**src/design/sfhs_pkg.sv**
```systemverilog
// Shared constants and types for the serial flash host sequencer.
// Assumes a single system clock and a 24-bit addressed serial NOR flash.
package sfhs_pkg;

	// ------------------------------------------------------------
	// Frame geometry
	// ------------------------------------------------------------
	localparam int ADDR_W          = 24;
	localparam int CMD_W           = 8;
	localparam int QUAD_LANES      = 4;
	localparam int EXT_CX_BASE     = 7;
	localparam int QUAD_CX_BASE    = 1;
	localparam int EXT_CX          = EXT_CX_BASE + ADDR_W;
	localparam int QUAD_CX         = QUAD_CX_BASE + ADDR_W / QUAD_LANES;
	localparam int REGWR_LAST_EXT  = 23;
	localparam int REGWR_LAST_QUAD = 5;
	localparam int REG_MAX_BYTES   = 4;

	// ------------------------------------------------------------
	// Cycle counts per phase
	// ------------------------------------------------------------
	localparam logic [7:0] EXT_BYTE_CYC   = 8'(CMD_W);
	localparam logic [7:0] QUAD_BYTE_CYC  = 8'(CMD_W / QUAD_LANES);
	localparam logic [7:0] EXT_ADDR_CYC   = 8'(ADDR_W);
	localparam logic [7:0] QUAD_ADDR_CYC  = 8'(ADDR_W / QUAD_LANES);
	localparam logic [7:0] EXT_REGWR_CYC  = 8'(REGWR_LAST_EXT + 1 - CMD_W);
	localparam logic [7:0] QUAD_REGWR_CYC =
		8'(REGWR_LAST_QUAD + 1 - CMD_W / QUAD_LANES);

	// ------------------------------------------------------------
	// Operations and sequencer states
	// ------------------------------------------------------------
	typedef enum logic [1:0] {
		SFHS_REG_RD    = 2'b00,
		SFHS_REG_WR    = 2'b01,
		SFHS_FAST_RD   = 2'b10,
		SFHS_PAGE_PROG = 2'b11
	} sfhs_op_e;

	typedef enum logic [2:0] {
		ST_IDLE  = 3'b000,
		ST_CMD   = 3'b001,
		ST_ADDR  = 3'b010,
		ST_DUMMY = 3'b011,
		ST_WDATA = 3'b100,
		ST_RDATA = 3'b101,
		ST_END   = 3'b110
	} sfhs_state_e;

endpackage : sfhs_pkg

```
**src/design/sfhs_seq.sv**
```systemverilog
// Serial flash host sequencer: register, fast read and page program
// frames in single-line or four-line mode, SPI mode 0.
// Assumes the flash sits on the pins directly and the user side runs
// on clk_sys.
`timescale 1ns/100ps
module sfhs_seq #(
	parameter int         SCK_HALF       = 4,
	parameter int         DUMMY_EXT      = 8,
	parameter int         DUMMY_QUAD     = 10,
	parameter logic [7:0] LOCK_RD_OPCODE = 8'he8,
	parameter logic [7:0] LOCK_WR_OPCODE = 8'he5,
	parameter logic [7:0] NVCR_RD_OPCODE = 8'hb5,
	parameter logic [7:0] NVCR_WR_OPCODE = 8'hb1
) (
	// Clock and reset
	input  wire logic               clk_sys,
	input  wire logic               resetn,
	// Command
	input  wire logic               start,
	input  wire sfhs_pkg::sfhs_op_e op,
	input  wire logic               quad,
	input  wire logic [7:0]         opcode,
	input  wire logic [23:0]        addr,
	input  wire logic [8:0]         nbytes,
	input  wire logic [15:0]        reg_wdata,
	// Status
	output logic                    busy,
	output logic                    done,
	output logic                    refused,
	output logic [31:0]             reg_rdata,
	// Data stream
	input  wire logic [7:0]         wr_data,
	input  wire logic               wr_valid,
	output logic                    wr_ready,
	output logic [7:0]              rd_data,
	output logic                    rd_valid,
	// Flash pins
	output logic                    flash_sck,
	output logic                    flash_cs_n,
	output logic [3:0]              flash_io_out,
	output logic [3:0]              flash_io_oe,
	input  wire logic [3:0]         flash_io_in
);
	import sfhs_pkg::*;

	// ------------------------------------------------------------
	// Parameter checks
	// ------------------------------------------------------------
	if (SCK_HALF < 4 || SCK_HALF > 255) begin : g_bad_half
		$error("SCK_HALF must lie in 4..255");
	end
	if (DUMMY_EXT < 1 || DUMMY_EXT > 255 ||
	    DUMMY_QUAD < 1 || DUMMY_QUAD > 255) begin : g_bad_dummy
		$error("Dummy cycle counts must lie in 1..255");
	end

	typedef struct packed {
		sfhs_state_e st;
		sfhs_op_e    op;
		logic        quad;
		logic        nvcr;
		logic        cs_n;
		logic        sck;
		logic [3:0]  dout;
		logic [3:0]  oe;
		logic [31:0] sh;
		logic [23:0] addr;
		logic [15:0] wd;
		logic [7:0]  cnt;
		logic [8:0]  bytes_left;
		logic [15:0] fcyc;
		logic [1:0]  ridx;
		logic [31:0] rbuf;
		logic [31:0] reg_rdata;
		logic [7:0]  rd_data;
		logic        rd_valid;
		logic        wr_ready;
		logic        busy;
		logic        done;
		logic        refused;
	} sfhs_seq_s;

	sfhs_seq_s  r;
	sfhs_seq_s  n;
	logic       tick;
	logic [3:0] din_sync;
	logic [3:0] din;
	logic [7:0] unit_cyc;
	logic       lock_op;
	logic       bad_len;

	// ------------------------------------------------------------
	// Serial clock pacing and input synchronisers
	// ------------------------------------------------------------
	sfhs_tick #(
		.HALF    (SCK_HALF)
	) u_tick (
		.clk_sys (clk_sys),
		.resetn  (resetn),
		.run     (r.busy && !r.wr_ready),
		.tick    (tick)
	);

	sfhs_sync #(
		.W       (4)
	) u_sync (
		.clk_sys (clk_sys),
		.resetn  (resetn),
		.pin     (flash_io_in),
		.q       (din_sync)
	);

	// Single-line read data comes back on lane 1
	assign din      = r.quad ? din_sync : {3'b000, din_sync[1]};
	assign unit_cyc = r.quad ? QUAD_BYTE_CYC : EXT_BYTE_CYC;
	assign lock_op  = (op == SFHS_REG_RD && opcode == LOCK_RD_OPCODE) ||
	                  (op == SFHS_REG_WR && opcode == LOCK_WR_OPCODE);
	assign bad_len  = (op != SFHS_REG_WR && nbytes == 9'h000) ||
	                  (op == SFHS_REG_RD && nbytes > 9'(REG_MAX_BYTES));

	// ------------------------------------------------------------
	// Sequencer
	// ------------------------------------------------------------
	always_comb begin
		n          = r;
		n.done     = 1'b0;
		n.refused  = 1'b0;
		n.rd_valid = 1'b0;
		case (r.st)
		ST_IDLE: begin
			if (start) begin
				if (lock_op || bad_len) begin
					n.refused = 1'b1;
				end else begin
					n.st         = ST_CMD;
					n.busy       = 1'b1;
					n.cs_n       = 1'b0;
					n.op         = op;
					n.quad       = quad;
					n.sh         = {opcode, 24'h000000};
					n.cnt        = quad ? QUAD_BYTE_CYC : EXT_BYTE_CYC;
					n.addr       = addr;
					n.wd         = reg_wdata;
					n.nvcr       = (op == SFHS_REG_RD) ?
					               (opcode == NVCR_RD_OPCODE) :
					               (opcode == NVCR_WR_OPCODE);
					n.bytes_left = nbytes;
					n.fcyc       = 16'h0000;
					n.ridx       = 2'b00;
					n.rbuf       = 32'h00000000;
				end
			end
		end
		ST_END: begin
			if (tick) begin
				n.st   = ST_IDLE;
				n.cs_n = 1'b1;
				n.busy = 1'b0;
				n.done = 1'b1;
				if (r.op == SFHS_REG_RD) begin
					n.reg_rdata = r.rbuf;
				end
			end
		end
		default: begin
			if (r.wr_ready && wr_valid) begin
				n.sh       = {wr_data, 24'h000000};
				n.wr_ready = 1'b0;
			end else if (tick && !r.sck) begin
				n.sck = 1'b1;
			end else if (tick) begin
				n.sck  = 1'b0;
				n.sh   = r.quad ? {r.sh[27:0], din} : {r.sh[30:0], din[0]};
				n.fcyc = r.fcyc + 16'h0001;
				if (r.cnt != 8'h01) begin
					n.cnt  = r.cnt - 8'h01;
				end else begin
					n.fcyc = r.fcyc;
					case (r.st)
					ST_CMD: begin
						if (r.op == SFHS_REG_RD) begin
							n.st  = ST_RDATA;
							n.cnt = unit_cyc;
						end else if (r.op == SFHS_REG_WR) begin
							n.st  = ST_WDATA;
							n.cnt = r.quad ? QUAD_REGWR_CYC : EXT_REGWR_CYC;
							n.sh  = r.nvcr ?
							        {r.wd[7:0], r.wd[15:8], 16'h0000} :
							        {r.wd, 16'h0000};
						end else begin
							n.st  = ST_ADDR;
							n.cnt = r.quad ? QUAD_ADDR_CYC : EXT_ADDR_CYC;
							n.sh  = {r.addr, 8'h00};
						end
						n.fcyc = r.fcyc + 16'h0001;
					end
					ST_ADDR: begin
						if (r.op == SFHS_FAST_RD) begin
							n.st  = ST_DUMMY;
							n.cnt = r.quad ? 8'(DUMMY_QUAD) : 8'(DUMMY_EXT);
						end else begin
							n.st       = ST_WDATA;
							n.cnt      = unit_cyc;
							n.wr_ready = 1'b1;
						end
						n.fcyc = r.fcyc + 16'h0001;
					end
					ST_DUMMY: begin
						n.st   = ST_RDATA;
						n.cnt  = unit_cyc;
						n.fcyc = r.fcyc + 16'h0001;
					end
					ST_WDATA: begin
						if (r.op == SFHS_PAGE_PROG && r.bytes_left > 9'h001) begin
							n.bytes_left = r.bytes_left - 9'h001;
							n.cnt        = unit_cyc;
							n.wr_ready   = 1'b1;
							n.fcyc       = r.fcyc + 16'h0001;
						end else begin
							n.st = ST_END;
						end
					end
					ST_RDATA: begin
						n.rd_data  = n.sh[7:0];
						n.rd_valid = 1'b1;
						n.ridx     = r.ridx + 2'b01;
						n.rbuf     = r.nvcr ?
						             (r.rbuf | ({24'h000000, n.sh[7:0]} <<
						                        {r.ridx, 3'b000})) :
						             {r.rbuf[23:0], n.sh[7:0]};
						if (r.bytes_left == 9'h001) begin
							n.st = ST_END;
						end else begin
							n.bytes_left = r.bytes_left - 9'h001;
							n.cnt        = unit_cyc;
							n.fcyc       = r.fcyc + 16'h0001;
						end
					end
					default: begin
						n.st = ST_END;
					end
					endcase
				end
			end
		end
		endcase
		// Lane drive follows the phase
		if (n.st == ST_CMD || n.st == ST_ADDR || n.st == ST_WDATA) begin
			n.oe   = n.quad ? 4'hf : 4'h1;
			n.dout = n.quad ? n.sh[31:28] : {3'b000, n.sh[31]};
		end else if (n.st == ST_DUMMY || n.st == ST_RDATA) begin
			n.oe   = n.quad ? 4'h0 : 4'h1;
			n.dout = 4'h0;
		end else begin
			n.oe   = 4'h0;
			n.dout = 4'h0;
		end
	end

	always_ff @(posedge clk_sys) begin
		if (!resetn) begin
			r      <= '0;
			r.st   <= ST_IDLE;
			r.op   <= SFHS_REG_RD;
			r.cs_n <= 1'b1;
		end else begin
			r <= n;
		end
	end

	assign busy         = r.busy;
	assign done         = r.done;
	assign refused      = r.refused;
	assign reg_rdata    = r.reg_rdata;
	assign wr_ready     = r.wr_ready;
	assign rd_data      = r.rd_data;
	assign rd_valid     = r.rd_valid;
	assign flash_sck    = r.sck;
	assign flash_cs_n   = r.cs_n;
	assign flash_io_out = r.dout;
	assign flash_io_oe  = r.oe;

	logic [7:0] first_rx;
	always_ff @(posedge clk_sys) begin
		if (!resetn) begin
			first_rx <= 8'h00;
		end else if (r.rd_valid && r.ridx == 2'b01) begin
			first_rx <= r.rd_data;
		end
	end
endmodule : sfhs_seq

```
**src/design/sfhs_sync.sv**
```systemverilog
// Three-stage input synchroniser for the flash data pins.
// Assumes pins change asynchronously to clk_sys.
`timescale 1ns/100ps
module sfhs_sync #(
	parameter int W = 4
) (
	// Clock and reset
	input  wire logic         clk_sys,
	input  wire logic         resetn,
	// Pins and result
	input  wire logic [W-1:0] pin,
	output logic      [W-1:0] q
);
	import sfhs_pkg::*;

	typedef struct packed {
		logic [W-1:0] s1;
		logic [W-1:0] s2;
		logic [W-1:0] s3;
		logic [W-1:0] q;
	} sfhs_sync_s;

	sfhs_sync_s   r;
	sfhs_sync_s   n;
	logic [W-1:0] next_q;

	// ------------------------------------------------------------
	// Parameter check
	// ------------------------------------------------------------
	if (W < 1) begin : g_bad_w
		$error("W must be at least 1");
	end

	// ------------------------------------------------------------
	// A change counts once stages two and three agree
	// ------------------------------------------------------------
	for (genvar i = 0; i < W; i++) begin : g_bit
		assign next_q[i] = (r.s2[i] == r.s3[i]) ? r.s3[i] : r.q[i];
	end

	always_comb begin
		n    = r;
		n.s1 = pin;
		n.s2 = r.s1;
		n.s3 = r.s2;
		n.q  = next_q;
	end

	always_ff @(posedge clk_sys) begin
		if (!resetn) begin
			r <= '0;
		end else begin
			r <= n;
		end
	end

	assign q = r.q;

endmodule : sfhs_sync

```
**src/design/sfhs_tick.sv**
```systemverilog
// Half-period tick generator for the flash serial clock.
// Assumes run stays high for the whole frame except while stalled.
`timescale 1ns/100ps
module sfhs_tick #(
	parameter int HALF = 4
) (
	// Clock and reset
	input  wire logic clk_sys,
	input  wire logic resetn,
	// Control
	input  wire logic run,
	output logic      tick
);
	import sfhs_pkg::*;

	typedef struct packed {
		logic [7:0] cnt;
		logic       tick;
	} sfhs_tick_s;

	sfhs_tick_s r;
	sfhs_tick_s n;

	// ------------------------------------------------------------
	// Parameter check
	// ------------------------------------------------------------
	if (HALF < 1 || HALF > 256) begin : g_bad_half
		$error("HALF must lie in 1..256");
	end

	// ------------------------------------------------------------
	// Counter restarts whenever run drops
	// ------------------------------------------------------------
	always_comb begin
		n      = r;
		n.tick = 1'b0;
		if (!run) begin
			n.cnt = 8'h00;
		end else if (r.cnt == 8'(HALF - 1)) begin
			n.cnt  = 8'h00;
			n.tick = 1'b1;
		end else begin
			n.cnt = r.cnt + 8'h01;
		end
	end

	always_ff @(posedge clk_sys) begin
		if (!resetn) begin
			r <= '0;
		end else begin
			r <= n;
		end
	end

	assign tick = r.tick;

endmodule : sfhs_tick

```
**config.mk**
```make
export PLATFORM = sky130hd
export DESIGN_NAME = sfhs_seq
export DESIGN_NICKNAME = d
export VERILOG_FILES = /design/src/design/sfhs_pkg.sv /design/src/design/sfhs_seq.sv /design/src/design/sfhs_sync.sv /design/src/design/sfhs_tick.sv
export SDC_FILE = /design/constraint.sdc
export NUM_CORES = 1
export LEC_CHECK = 0
export BUFFER_PORTS_ARGS = -buffer_cell sky130_fd_sc_hd__buf_2
export CORE_MARGIN = 2
export CORE_UTILIZATION = 30
export CTS_CLUSTER_DIAMETER = 50
export DETAILED_ROUTE_END_ITERATION = 8
export GPL_TIMING_DRIVEN = 0
export PLACE_DENSITY = 0.55
export SETUP_SLACK_MARGIN = 0.02
export SYNTH_ARGS = -nofsm -noshare
export SYNTH_HDL_FRONTEND = slang
export SYNTH_SLANG_ARGS = --single-unit
```
**constraint.sdc**
```tcl
create_clock -name clk_sys -period 7.15 [get_ports clk_sys]
set_clock_uncertainty 0.2 [all_clocks]
set_input_delay 0.3575 -clock clk_sys [delete_from_list [all_inputs] [get_ports clk_sys]]
set_output_delay 0.3575 -clock clk_sys [all_outputs]
set_load 0.1 [all_outputs]
```
# --- Word level (Yosys, flattened, before mapping) ---
# Cells that the tools add are included.
classes:
  addsub: 5
  mul: 0
  div_mod_pow: 0
  order_cmp: 2
  n_eq_ne: 42
  shifts: 1
  muxes: 73
  bitwise: 10
  n_reduce_logical: 48
op_table:
  columns: ["operator", "n"]
  rows:
  - ["2-to-1 mux 32 bit", 10]
  - ["2-to-1 mux 139 bit", 2]
  - ["2-to-1 mux 67 bit", 3]
  - ["one-hot mux 67 bit (2 select lines)", 1]
  - ["2-to-1 mux 33 bit", 2]
  - ["one-hot mux 32 bit (2 select lines)", 1]
  - ["2-to-1 mux 59 bit", 1]
  - ["one-hot mux 16 bit (3 select lines)", 1]
  - ["one-hot mux 8 bit (5 select lines)", 1]
  - ["2-to-1 mux 34 bit", 1]
  - ["== test 8 bit (second input constant)", 4]
  - ["2-to-1 mux 8 bit", 4]
  - ["OR 32 bit", 1]
  - ["left shift 8 x 5 -> 32 bit", 1]
  - ["2-to-1 mux 3 bit", 10]
  - ["2-to-1 mux 4 bit", 6]
  - ["2-to-1 mux 5 bit", 4]
  - ["one-hot mux 9 bit (2 select lines)", 1]
  - ["AND reduction 9 bit", 2]
  - ["2-to-1 mux 1 bit", 17]
  - ["adder 16 x 1 -> 16 bit (second input constant)", 1]
  - ["== test 3 bit (second input constant)", 5]
  - ["one-hot mux 3 bit (5 select lines)", 1]
  - ["== test 3 x 2 -> 1 bit (second input constant)", 4]
  - ["43 further kinds", 97]
totals:
  register_bits: 226
  latchBits: 0
  ram_bits: 0
  rom_bits: 0
  elab_cells: 214
  mem_count: 0

# --- Depth between registers and ports, before layout ---
# Gate-level depths: netlist (run 1).
depth:
  word_depth: 13
  depth_mapped: 10
  ltp_nobuf: 9

# --- Hierarchy ---
# From an unflattened synthesis (run 1), not the netlist that was laid out.
hier_totals:
  hier_cells: 1182
  hier_area_um2: 9701.8
modules_own_cells:
  columns: ["module", "n_inst", "cells_per_inst", "area_each_um2"]
  rows:
  - ["sfhs_seq", 1, 1096, 8816.0]
  - ["sfhs_sync", 1, 45, 511.7]
  - ["sfhs_tick", 1, 41, 374.1]

# --- Least setup slack after synthesis (run 1) ---
# OpenSTA, ideal clock, no wires.
synth_timing:
  path_kind: "register -> register"
  start: "register r (netlist bit flash_sck)"
  end: "register r (netlist bit flash_io_out[1])"
  arrival_time_ns: 2.767
  slack_ns: 4.103
  stages_incl_launch_ff: 8
  path_buffers: 0
  synth_period_minus_slack_ns: 3.047
  cell_sequence: "dfxtp_1 -> nand2_1 -> nor4_4 -> o221a_2 -> o2bb2ai_1 -> or4_1 -> o21a_1 -> nor3b_1"
synth_between:
  elab_chain_cells: 9
synth_rtl:
  columns: ["item", "line_no", "source"]
  rows:
  - ["start: declaration", "sfhs_seq.sv:83", "sfhs_seq_s r;"]
  - ["start signal: assignment", "sfhs_seq.sv:267", "r <= n;"]
  - ["zero test 1 bit (*)", "sfhs_seq.sv:169", "end else if (tick && !r.sck) begin"]
  - ["logical AND 1 bit (*)", "sfhs_seq.sv:169", null]
  - ["2-to-1 mux 3 bit", "sfhs_seq.sv:169", null]
  - ["2-to-1 mux 3 bit", "sfhs_seq.sv:166", "if (r.wr_ready && wr_valid) begin"]
  - ["one-hot mux 3 bit (2 select lines)", "sfhs_seq.sv:129", "case (r.st)"]
  - ["== test 3 x 1 -> 1 bit or == test 3 x 2 -> 1 bit (tied branches)", "sfhs_seq.sv:248", "if (n.st == ST_CMD || n.st == ST_ADDR || n.st == ST_WDATA) begin"]
  - ["logical OR 1 bit (2 in a row)", "sfhs_seq.sv:248", null]
  - ["2-to-1 mux 8 bit (*)", "sfhs_seq.sv:248", null]
# Mark *: on every way between the ends. The rest lies on a longest branch, timed or not. The select of a mux whose other input is x is not followed.
# A chain may end at the register's enable or synchronous reset.

# --- Final worst setup path (run 1) ---
layout_timing:
  start: "input nbytes[5]"
  end: "register r[179] in the netlist's numbering"
layout_between:
  elab_chain_cells: 6
layout_rtl:
  columns: ["item", "line_no", "source"]
  rows:
  - ["start: declaration", "sfhs_seq.sv:24", "input wire logic [8:0] nbytes,"]
  - ["> comparator 9 x 3 -> 1 bit or zero test 9 bit (tied branches)", "sfhs_seq.sv:119, sfhs_seq.sv:118", null]
  - ["logical AND 1 bit (on tied branches)", "sfhs_seq.sv:119, sfhs_seq.sv:118", null]
  - ["logical OR 1 bit (*)", "sfhs_seq.sv:118", "assign bad_len = (op != SFHS_REG_WR && nbytes == 9'h000) ||"]
  - ["logical OR 1 bit (*)", "sfhs_seq.sv:132", "if (lock_op || bad_len) begin"]
  - ["!= test 2 bit (no source line) (*)", null, null]
  - ["AND reduction 5 bit (no source line) (*)", null, null]
# Mark *: on every way between the ends. The rest lies on a longest branch, timed or not.

==> flow_summary.yaml, run 1 <==
status:
  status: "complete, no violations"
power:
  clock_power_share_pct: 48.2
  intPower_mw: 2.15
  p_seq_share_pct: 41.8
  net-switching-power_mw: 0.755
  pwr_density_cell_mw_per_mm2: 230
  irDropWorstVdd_v: 0.000179
  power.combinational.fraction_pct: 10.1
  power_leakage_nw: 4.67
  swShare_pct: 26.0
yosys:
  ranking_of_synthesized_cells_by_area: "sky130_fd_sc_hd__dfxtp_1, sky130_fd_sc_hd__a21oi_1, sky130_fd_sc_hd__nand2_1"
  synth.avg_cell_area_um2: 7.81
  yosysWarningCount: 0
  synth_sequential_area_ratio_pct: 42.2
  async_flop_share_pct: 0
  synth_xor_xnor_area_share_pct: 0.977
  largest_family_of_logic_cells_by_synthesized_area: "simple AND/OR/NAND/NOR gates"
  synth-seq-cells: 208
  yosys.area_share.adder_pct: 0.634
  post_synth_top_area_share_pct: 42.2
  synth_ff_type: "sky130_fd_sc_hd__dfxtp_1"
  post_synthesis_mux_area_share_pct: 5.30
  postSynthNetCount: 1344
  yosys.area_share.simple_pct: 22.1
  yosys.cell_types.count: 62
  synthesis.instances: 1263
  yosys.area.top_type: "sky130_fd_sc_hd__dfxtp_1"
  synth_edf_count: 0
  synth_compound_area_share_pct: 21.2
  synthesis.area_mm2: 0.00986
detailed_routing:
  wl_per_cell_um: 16.8
  route.detailed.vias_per_inst: 4.98
  dr.first_iter.drc_count: 784
  count_of_antenna_violating_nets_left_after_detailed_routing: 0
  totalWireLength_um: 32600
  route.vias.total: 9677
  detail_route.drc_violations: 0
  detailedRoute.firstPassIterationCount: 5
floorplanning:
  rows: 66
  floorplan.io_pins: 131
  floorplan.die.width_um: 185
  starting_density_of_the_core_pct: 30.4
  fp.dieH_um: 185
  core_area_mm2: 0.0325
  fp.dieArea_mm2: 0.0343
sta:
  setup_viol: 0
  maxSlewViolCount: 0
  final.min_clock_period_ns: 3.93
  maxSlewHeadroom_pct: 24.9
  sum_of_negative_setup_slack_ns: 0
  rsz_0062_raised_after_global_routing: "false"
  max_slew.worst_pin.slew_ns: 1.12
  timing_hold_violations_final: 0
  max_freq_ghz: 0.254
  timing.final.crit_share_pct: 55.0
  hold_ws_ns: 0.0181
min_path:
  hold_startpoint: "nbytes[1]"
  holdCritPathClass: "in2reg"
  timing.hold.worst_path_depth: 3
  worstHoldEndpoint: "r[96]"
clocking:
  cts_tree: "done"
  buffer_type_at_the_clock_tree_root: "sky130_fd_sc_hd__clkbuf_16"
  cts-root-to-sink-buffers: 3
  clock_latency_ns: 0.53
  ctsResizeCount: 0
  total_clock_buffers_created_by_cts: 28
  htree_levels: 1
  clk_pin_slew_worst_paths_ns: 0.06
  clkSinkCount: 208
grt:
  number_of_antenna_violations_at_the_first_check_in_global_routing: 0
  wire_length_of_the_first_global_routing_pass_um: 51100
  first_global_vias: 9333
  overall_fraction_of_global_route_tracks_in_use_pct: 18.9
  gr-total-overflow: 0
  grt_max_degree: 14
layout:
  nNetsFinal: 1563
  layout-drive-gt1-share_pct: 17.0
  antenna-diode-count: 0
  mostFrequentLayoutCell: "sky130_fd_sc_hd__nand2_1"
  mostFrequentLayoutCells: "sky130_fd_sc_hd__nand2_1, sky130_fd_sc_hd__dfxtp_1, sky130_fd_sc_hd__a21oi_1"
  area_delta_synth_final_pct: 27.8
  fin_area_mm2: 0.0126
  final_cell_count_no_fill: 1945
placement:
  place.detailed.instances: 1835
  placed_cell_area_mm2: 0.0111
  dp.final_hpwl_um: 23500
  port_buffers: 130
  globalplace.congestion: 0.926
setup_path:
  timing.reg2reg.worst_path_depth: 8
  r2r_setup_slack_ns: 3.30
  worstReg2RegStart: "r[104]"
  cp_data_required_time_ns: 7.43
  critPathCaptureType: "flip-flop"
  r2r-end: "r[179]"
  cp-start-kind: "input pin"
  worst-setup-path-type: "in2reg"
  worstPathMaxFanout: 10
  cp.arrival_ns: 4.21
job:
  max_cap_viol_count: 0
==> metal layers <==
metal	track usage (%)	wire, µm	vias up
li1	-	-	4814
met1	25.5	14900	4462
met2	29.8	14300	331
met3	3.36	2210	70
met4	7.49	1220	0
met5	0	0	-
==> through the flow <==
stage | power, mW | utilization (%) | setup WS (ns)
global route | 3.01 | 38.8 | 2.98
CTS | 2.93 | 38.8 | 3.27
detailed placement | 1.50 | 34.1 | 3.21
global placement | 1.50 | 34.1 | 3.24
floorplan | 1.40 | - | 4.10
finish | 2.90 | 38.8 | 3.22
==> synthesized netlist by cell type (13+ instances only) <==
master                     count
sky130_fd_sc_hd__nand2_1     241
sky130_fd_sc_hd__dfxtp_1     208
sky130_fd_sc_hd__a21oi_1     182
sky130_fd_sc_hd__nor2_1      101
sky130_fd_sc_hd__clkbuf_1     75
sky130_fd_sc_hd__o21ai_0      53
sky130_fd_sc_hd__buf_4        48
sky130_fd_sc_hd__mux2i_1      41
sky130_fd_sc_hd__nand3_1      37
sky130_fd_sc_hd__a22oi_1      30
sky130_fd_sc_hd__o211ai_1     30
sky130_fd_sc_hd__nor3_1       25
sky130_fd_sc_hd__and2_1       20
sky130_fd_sc_hd__nand2b_1     13
sky130_fd_sc_hd__nor4_1       13
sky130_fd_sc_hd__o22ai_1      13
==> area by class of cell <==
type | count | area [µm²]
plain buffers | 138 | 709
clock buffers | 36 | 782
clock inverters | 15 | 161
fillers | 3340 | 19900
inverters | 10 | 37.5
multi-input cells | 907 | 4950
flip-flops and latches | 208 | 4160
well taps | 442 | 553
repair buffers | 189 | 1240
==> worst max-delay path, stage by stage <==
cell                            delay (ns)
sky130_fd_sc_hd__dlygate4sd3_1        0.54
sky130_fd_sc_hd__buf_2                0.13
sky130_fd_sc_hd__or4_1                0.46
sky130_fd_sc_hd__or4b_4               0.57
sky130_fd_sc_hd__a311oi_4             0.41
sky130_fd_sc_hd__and2_1               0.19
sky130_fd_sc_hd__buf_2                0.16
sky130_fd_sc_hd__buf_2                0.27
sky130_fd_sc_hd__buf_2                0.30
sky130_fd_sc_hd__nand2_1              0.11
sky130_fd_sc_hd__a31oi_1              0.14
sky130_fd_sc_hd__dlygate4sd3_1        0.57
==> registers in the layout (all words and copies together) (netlist names), 2 cells and up <==
signal / flops
r: 130
flash_io_oe: 2
u_sync.q: 4
rd_data: 8
u_sync.n: 8
u_sync.r: 4
u_tick.r: 8
flash_io_out: 4
reg_rdata: 32
==> how the worst max path moves through the flow <==
| stage | startpoint | end | slack, ns | cells past startpoint |
|---|---|---|---|---|
| 2_1_floorplan | flash_sck | flash_io_out[1] | 4.10 | 7 |
| 3_3_place_gp | nbytes[8] | flash_io_out[0] | 3.24 | 9 |
| 3_5_place_dp | nbytes[8] | flash_io_out[0] | 3.21 | 9 |
| 4_1_cts | nbytes[5] | r[176] | 3.27 | 12 |
| 5_1_grt | nbytes[5] | r[179] | 2.98 | 11 |
| 6_report | nbytes[5] | r[179] | 3.22 | 12 |
==> power by group through the flow <==
stage          sequential [mW]  clock (mW)  combinational [mW]
2_1_floorplan             1.24           0               0.166
3_3_place_gp              1.24           0               0.263
3_5_place_dp              1.24           0               0.265
4_1_cts                   1.21        1.42               0.290
5_1_grt                   1.22        1.48               0.320
6_report                  1.21        1.40               0.292
==> what timing repair did <==
action / in CTS / in global routing
buffers inserted: 0 / 0
endpoints found under the hold margin: 56 / 0
hold buffers: 59 / 0
==> cells by family after synthesis <==
group | after synthesis
multiplexers | 51
flip-flops | 208
AND/OR/NAND/NOR | 487
buffers and inverters | 148
AO/OA/AOI/OAI | 353
XOR/XNOR | 11
adder cells (fa/ha/maj) | 5
No activity file was read; power rests on OpenSTA's default activity.
==> inputs of run 2 (changes only) <==
--- a/config.mk
+++ b/config.mk
@@ -5,6 +5,7 @@
 export SDC_FILE = /design/constraint.sdc
 export NUM_CORES = 1
 export LEC_CHECK = 0
+export ABC_AREA = 1
 export BUFFER_PORTS_ARGS = -buffer_cell sky130_fd_sc_hd__buf_2
 export CORE_MARGIN = 2
 export CORE_UTILIZATION = 30
==> constraint.sdc (replaced) <==
create_clock -name clk_sys -period 3.84 [get_ports clk_sys]
set_clock_uncertainty 0.2 [all_clocks]
set_input_delay 0.192 -clock clk_sys [delete_from_list [all_inputs] [get_ports clk_sys]]
set_output_delay 0.192 -clock clk_sys [all_outputs]
set_load 0.1 [all_outputs]
==> flow_summary.yaml, run 2 <==
yosys:
  yosys.area_share.adder_pct: 0.612
  post_synth_top_area_share_pct: 40.8
  synthesis.area_mm2: 0.0102
  async_flop_share_pct: 0
  synth_ff_type: "sky130_fd_sc_hd__dfxtp_1"
  synthesis.instances: 1508
  yosys.area.top_type: "sky130_fd_sc_hd__dfxtp_1"
  postSynthNetCount: 1589
  ranking_of_synthesized_cells_by_area: "sky130_fd_sc_hd__dfxtp_1, sky130_fd_sc_hd__nand2_1, sky130_fd_sc_hd__a21oi_1"
  yosysMostFrequentCell: "sky130_fd_sc_hd__nand2_1"
  ys_top_cells_by_count: "sky130_fd_sc_hd__nand2_1, sky130_fd_sc_hd__a21oi_1, sky130_fd_sc_hd__dfxtp_1, sky130_fd_sc_hd__nor2_1, sky130_fd_sc_hd__inv_1"
  yosys.area_share.simple_pct: 23.1
  largest_family_of_logic_cells_by_synthesized_area: "simple AND/OR/NAND/NOR gates"
  synth.avg_cell_area_um2: 6.78
  synth-seq-cells: 208
  synth_compound_area_share_pct: 22.1
  yosysWarningCount: 0
  synth_edf_count: 0
  synth_sequential_area_ratio_pct: 40.8
  yosys.cell_types.count: 44
  post_synthesis_mux_area_share_pct: 0
  synth_xor_xnor_area_share_pct: 0.771
setup_path:
  cp_data_required_time_ns: 4.04
  worst-setup-path-type: "reg2reg"
  critPathCaptureType: "flip-flop"
  cp-start-kind: "flip-flop"
  cp.arrival_ns: 3.46
  worstPathMaxFanout: 10
floorplanning:
  floorplan.die.width_um: 189
  rows: 67
  fp.dieH_um: 189
  starting_density_of_the_core_pct: 30.5
  fp.dieArea_mm2: 0.0355
  core_area_mm2: 0.0335
  floorplan.io_pins: 131
clocking:
  clock_latency_ns: 0.54
  postCtsSetupBuffers: 0
  cts-root-to-sink-buffers: 3
  clkSinkCount: 208
  total_clock_buffers_created_by_cts: 28
  cts_hold_buf: 73
  clk_pin_slew_worst_paths_ns: 0.06
  ctsResizeCount: 0
  cts_tree: "done"
  buffer_type_at_the_clock_tree_root: "sky130_fd_sc_hd__clkbuf_16"
  htree_levels: 1
placement:
  port_buffers: 130
  dp.final_hpwl_um: 25600
  place.detailed.instances: 2086
  placed_cell_area_mm2: 0.0114
  globalplace.congestion: 0.883
power:
  power_leakage_nw: 5.61
  pwr_density_cell_mw_per_mm2: 450
  irDropWorstVdd_v: 0.000289
layout:
  mostFrequentLayoutCells: "sky130_fd_sc_hd__nand2_1, sky130_fd_sc_hd__a21oi_1, sky130_fd_sc_hd__dfxtp_1"
  largest_reg_flops: 130
  mostFrequentLayoutCell: "sky130_fd_sc_hd__nand2_1"
  layout-drive-gt1-share_pct: 14.7
  fin_area_mm2: 0.0132
  nNetsFinal: 1822
  antenna-diode-count: 0
  final-seq-area_mm2: 0.00416
  multiInputGateArea_mm2: 0.00476
  area_delta_synth_final_pct: 28.9
  filler_cells: 3577
  final_cell_count_no_fill: 2211
  registers.top_by_ff_count: "r"
min_path:
  holdCritPathClass: "in2reg"
grt:
  met2_usage_pct: 32.5
  grt_max_degree: 14
  first_global_vias: 10104
  wire_length_of_the_first_global_routing_pass_um: 54700
  overall_fraction_of_global_route_tracks_in_use_pct: 19.2
  gr-total-overflow: 0
  number_of_antenna_violations_at_the_first_check_in_global_routing: 0
  grt_util_met3_pct: 2.64
  global_route.usage.met1_pct: 25.4
  grt.busiest_layer: "met2"
detailed_routing:
  route.detailed.vias_per_inst: 4.84
  count_of_antenna_violating_nets_left_after_detailed_routing: 0
  detail_route.drc_violations: 0
  route.vias.total: 10710
  detailedRoute.firstPassIterationCount: 6
  totalWireLength_um: 34900
  wl_per_cell_um: 15.8
  dr.first_iter.drc_count: 707
sta:
  setup_viol: 0
  rsz_0062_raised_after_global_routing: "false"
  hold_ws_ns: 0.0263
  final.min_clock_period_ns: 3.26
  max_slew.worst_pin.slew_ns: 1.19
  maxSlewViolCount: 0
  timing.final.crit_share_pct: 84.9
  timing_hold_violations_final: 0
  maxSlewHeadroom_pct: 20.0
  max_freq_ghz: 0.307
  sum_of_negative_setup_slack_ns: 0
status:
  status: "complete, no violations"
job:
  max_cap_viol_count: 0
## run 2: cell types whose count changed after synthesis, sizes merged, moves of 14 or more
cell / previous run / this run
nand4: 1 / 15
nand2: 241 / 320
inv: 9 / 163
nor2: 101 / 164
mux2i: 41 / 0
o21ai: 55 / 156
a21oi: 182 / 219
and2: 20 / 1
nand3: 37 / 51
a22oi: 30 / 11
o211ai: 30 / 4
## run 2: per-layer routing
metal	share of wire, %	up-vias
li1	-	5377
met1	45	4955
met2	47	325
met3	5.6	53
met4	2.6	0
met5	0	-
## run 2: path summary, 6_finish.rpt
path                               endpoint         from  depth (start not counted)  slack [ns]
worst max register to register       r[178]       r[105]                         15        0.58
worst max-delay path                 r[178]       r[105]                         15        0.58
worst min-delay path                 r[180]    opcode[4]                          5        0.03
worst min register to register  u_sync.n[5]  u_sync.n[9]                          2        0.20
## run 2: layout make-up
class	count	share of cell area, %
multi-input cells	1011	36.1
flip-flops and latches	208	31.6
repair buffers	203	10.5
clock buffers	32	5.82
plain buffers	123	5.08
inverters	166	4.77
well taps	448	4.25
clock inverters	20	1.89
## run 2: report_power, final
group          leakage, nW  total, mW  internal (mW)  switching, mW
clock network        0.497       2.80           1.73           1.08
registers             1.69       2.29           2.24         0.0467
logic                 3.42      0.835          0.274          0.561
## run 2: cell families after synthesis
| family | after synthesis |
|---|---|
| XOR/XNOR | 9 |
| buffers and inverters | 289 |
| flip-flops | 208 |
| AO/OA/AOI/OAI | 425 |
| AND/OR/NAND/NOR | 572 |
| adder cells (fa/ha/maj) | 5 |
## run 2: stage by stage
step | util, % | total power, mW | worst slack [ns]
global placement | 34.1 | 3.09 | 0.810
finish | 39.3 | 5.92 | 0.580
CTS | 39.3 | 5.95 | 0.601
detailed placement | 34.1 | 3.10 | 0.815
floorplan | - | 2.85 | 1.22
global route | 39.3 | 6.16 | 0.180
## run 2: critical path: stages (launching register included)
cell	delay (ns)
sky130_fd_sc_hd__dfxtp_1	0.31
sky130_fd_sc_hd__inv_1	0.11
sky130_fd_sc_hd__ha_1	0.19
sky130_fd_sc_hd__inv_1	0.04
sky130_fd_sc_hd__nor2_1	0.16
sky130_fd_sc_hd__nand2_2	0.14
sky130_fd_sc_hd__nor2_1	0.27
sky130_fd_sc_hd__nand2_1	0.26
sky130_fd_sc_hd__clkbuf_1	0.32
sky130_fd_sc_hd__nand2_1	0.12
sky130_fd_sc_hd__o21ai_0	0.08
sky130_fd_sc_hd__nand2_1	0.07
sky130_fd_sc_hd__o21ai_0	0.09
sky130_fd_sc_hd__a21oi_1	0.14
sky130_fd_sc_hd__dlygate4sd3_1	0.56
sky130_fd_sc_hd__a21oi_1	0.05
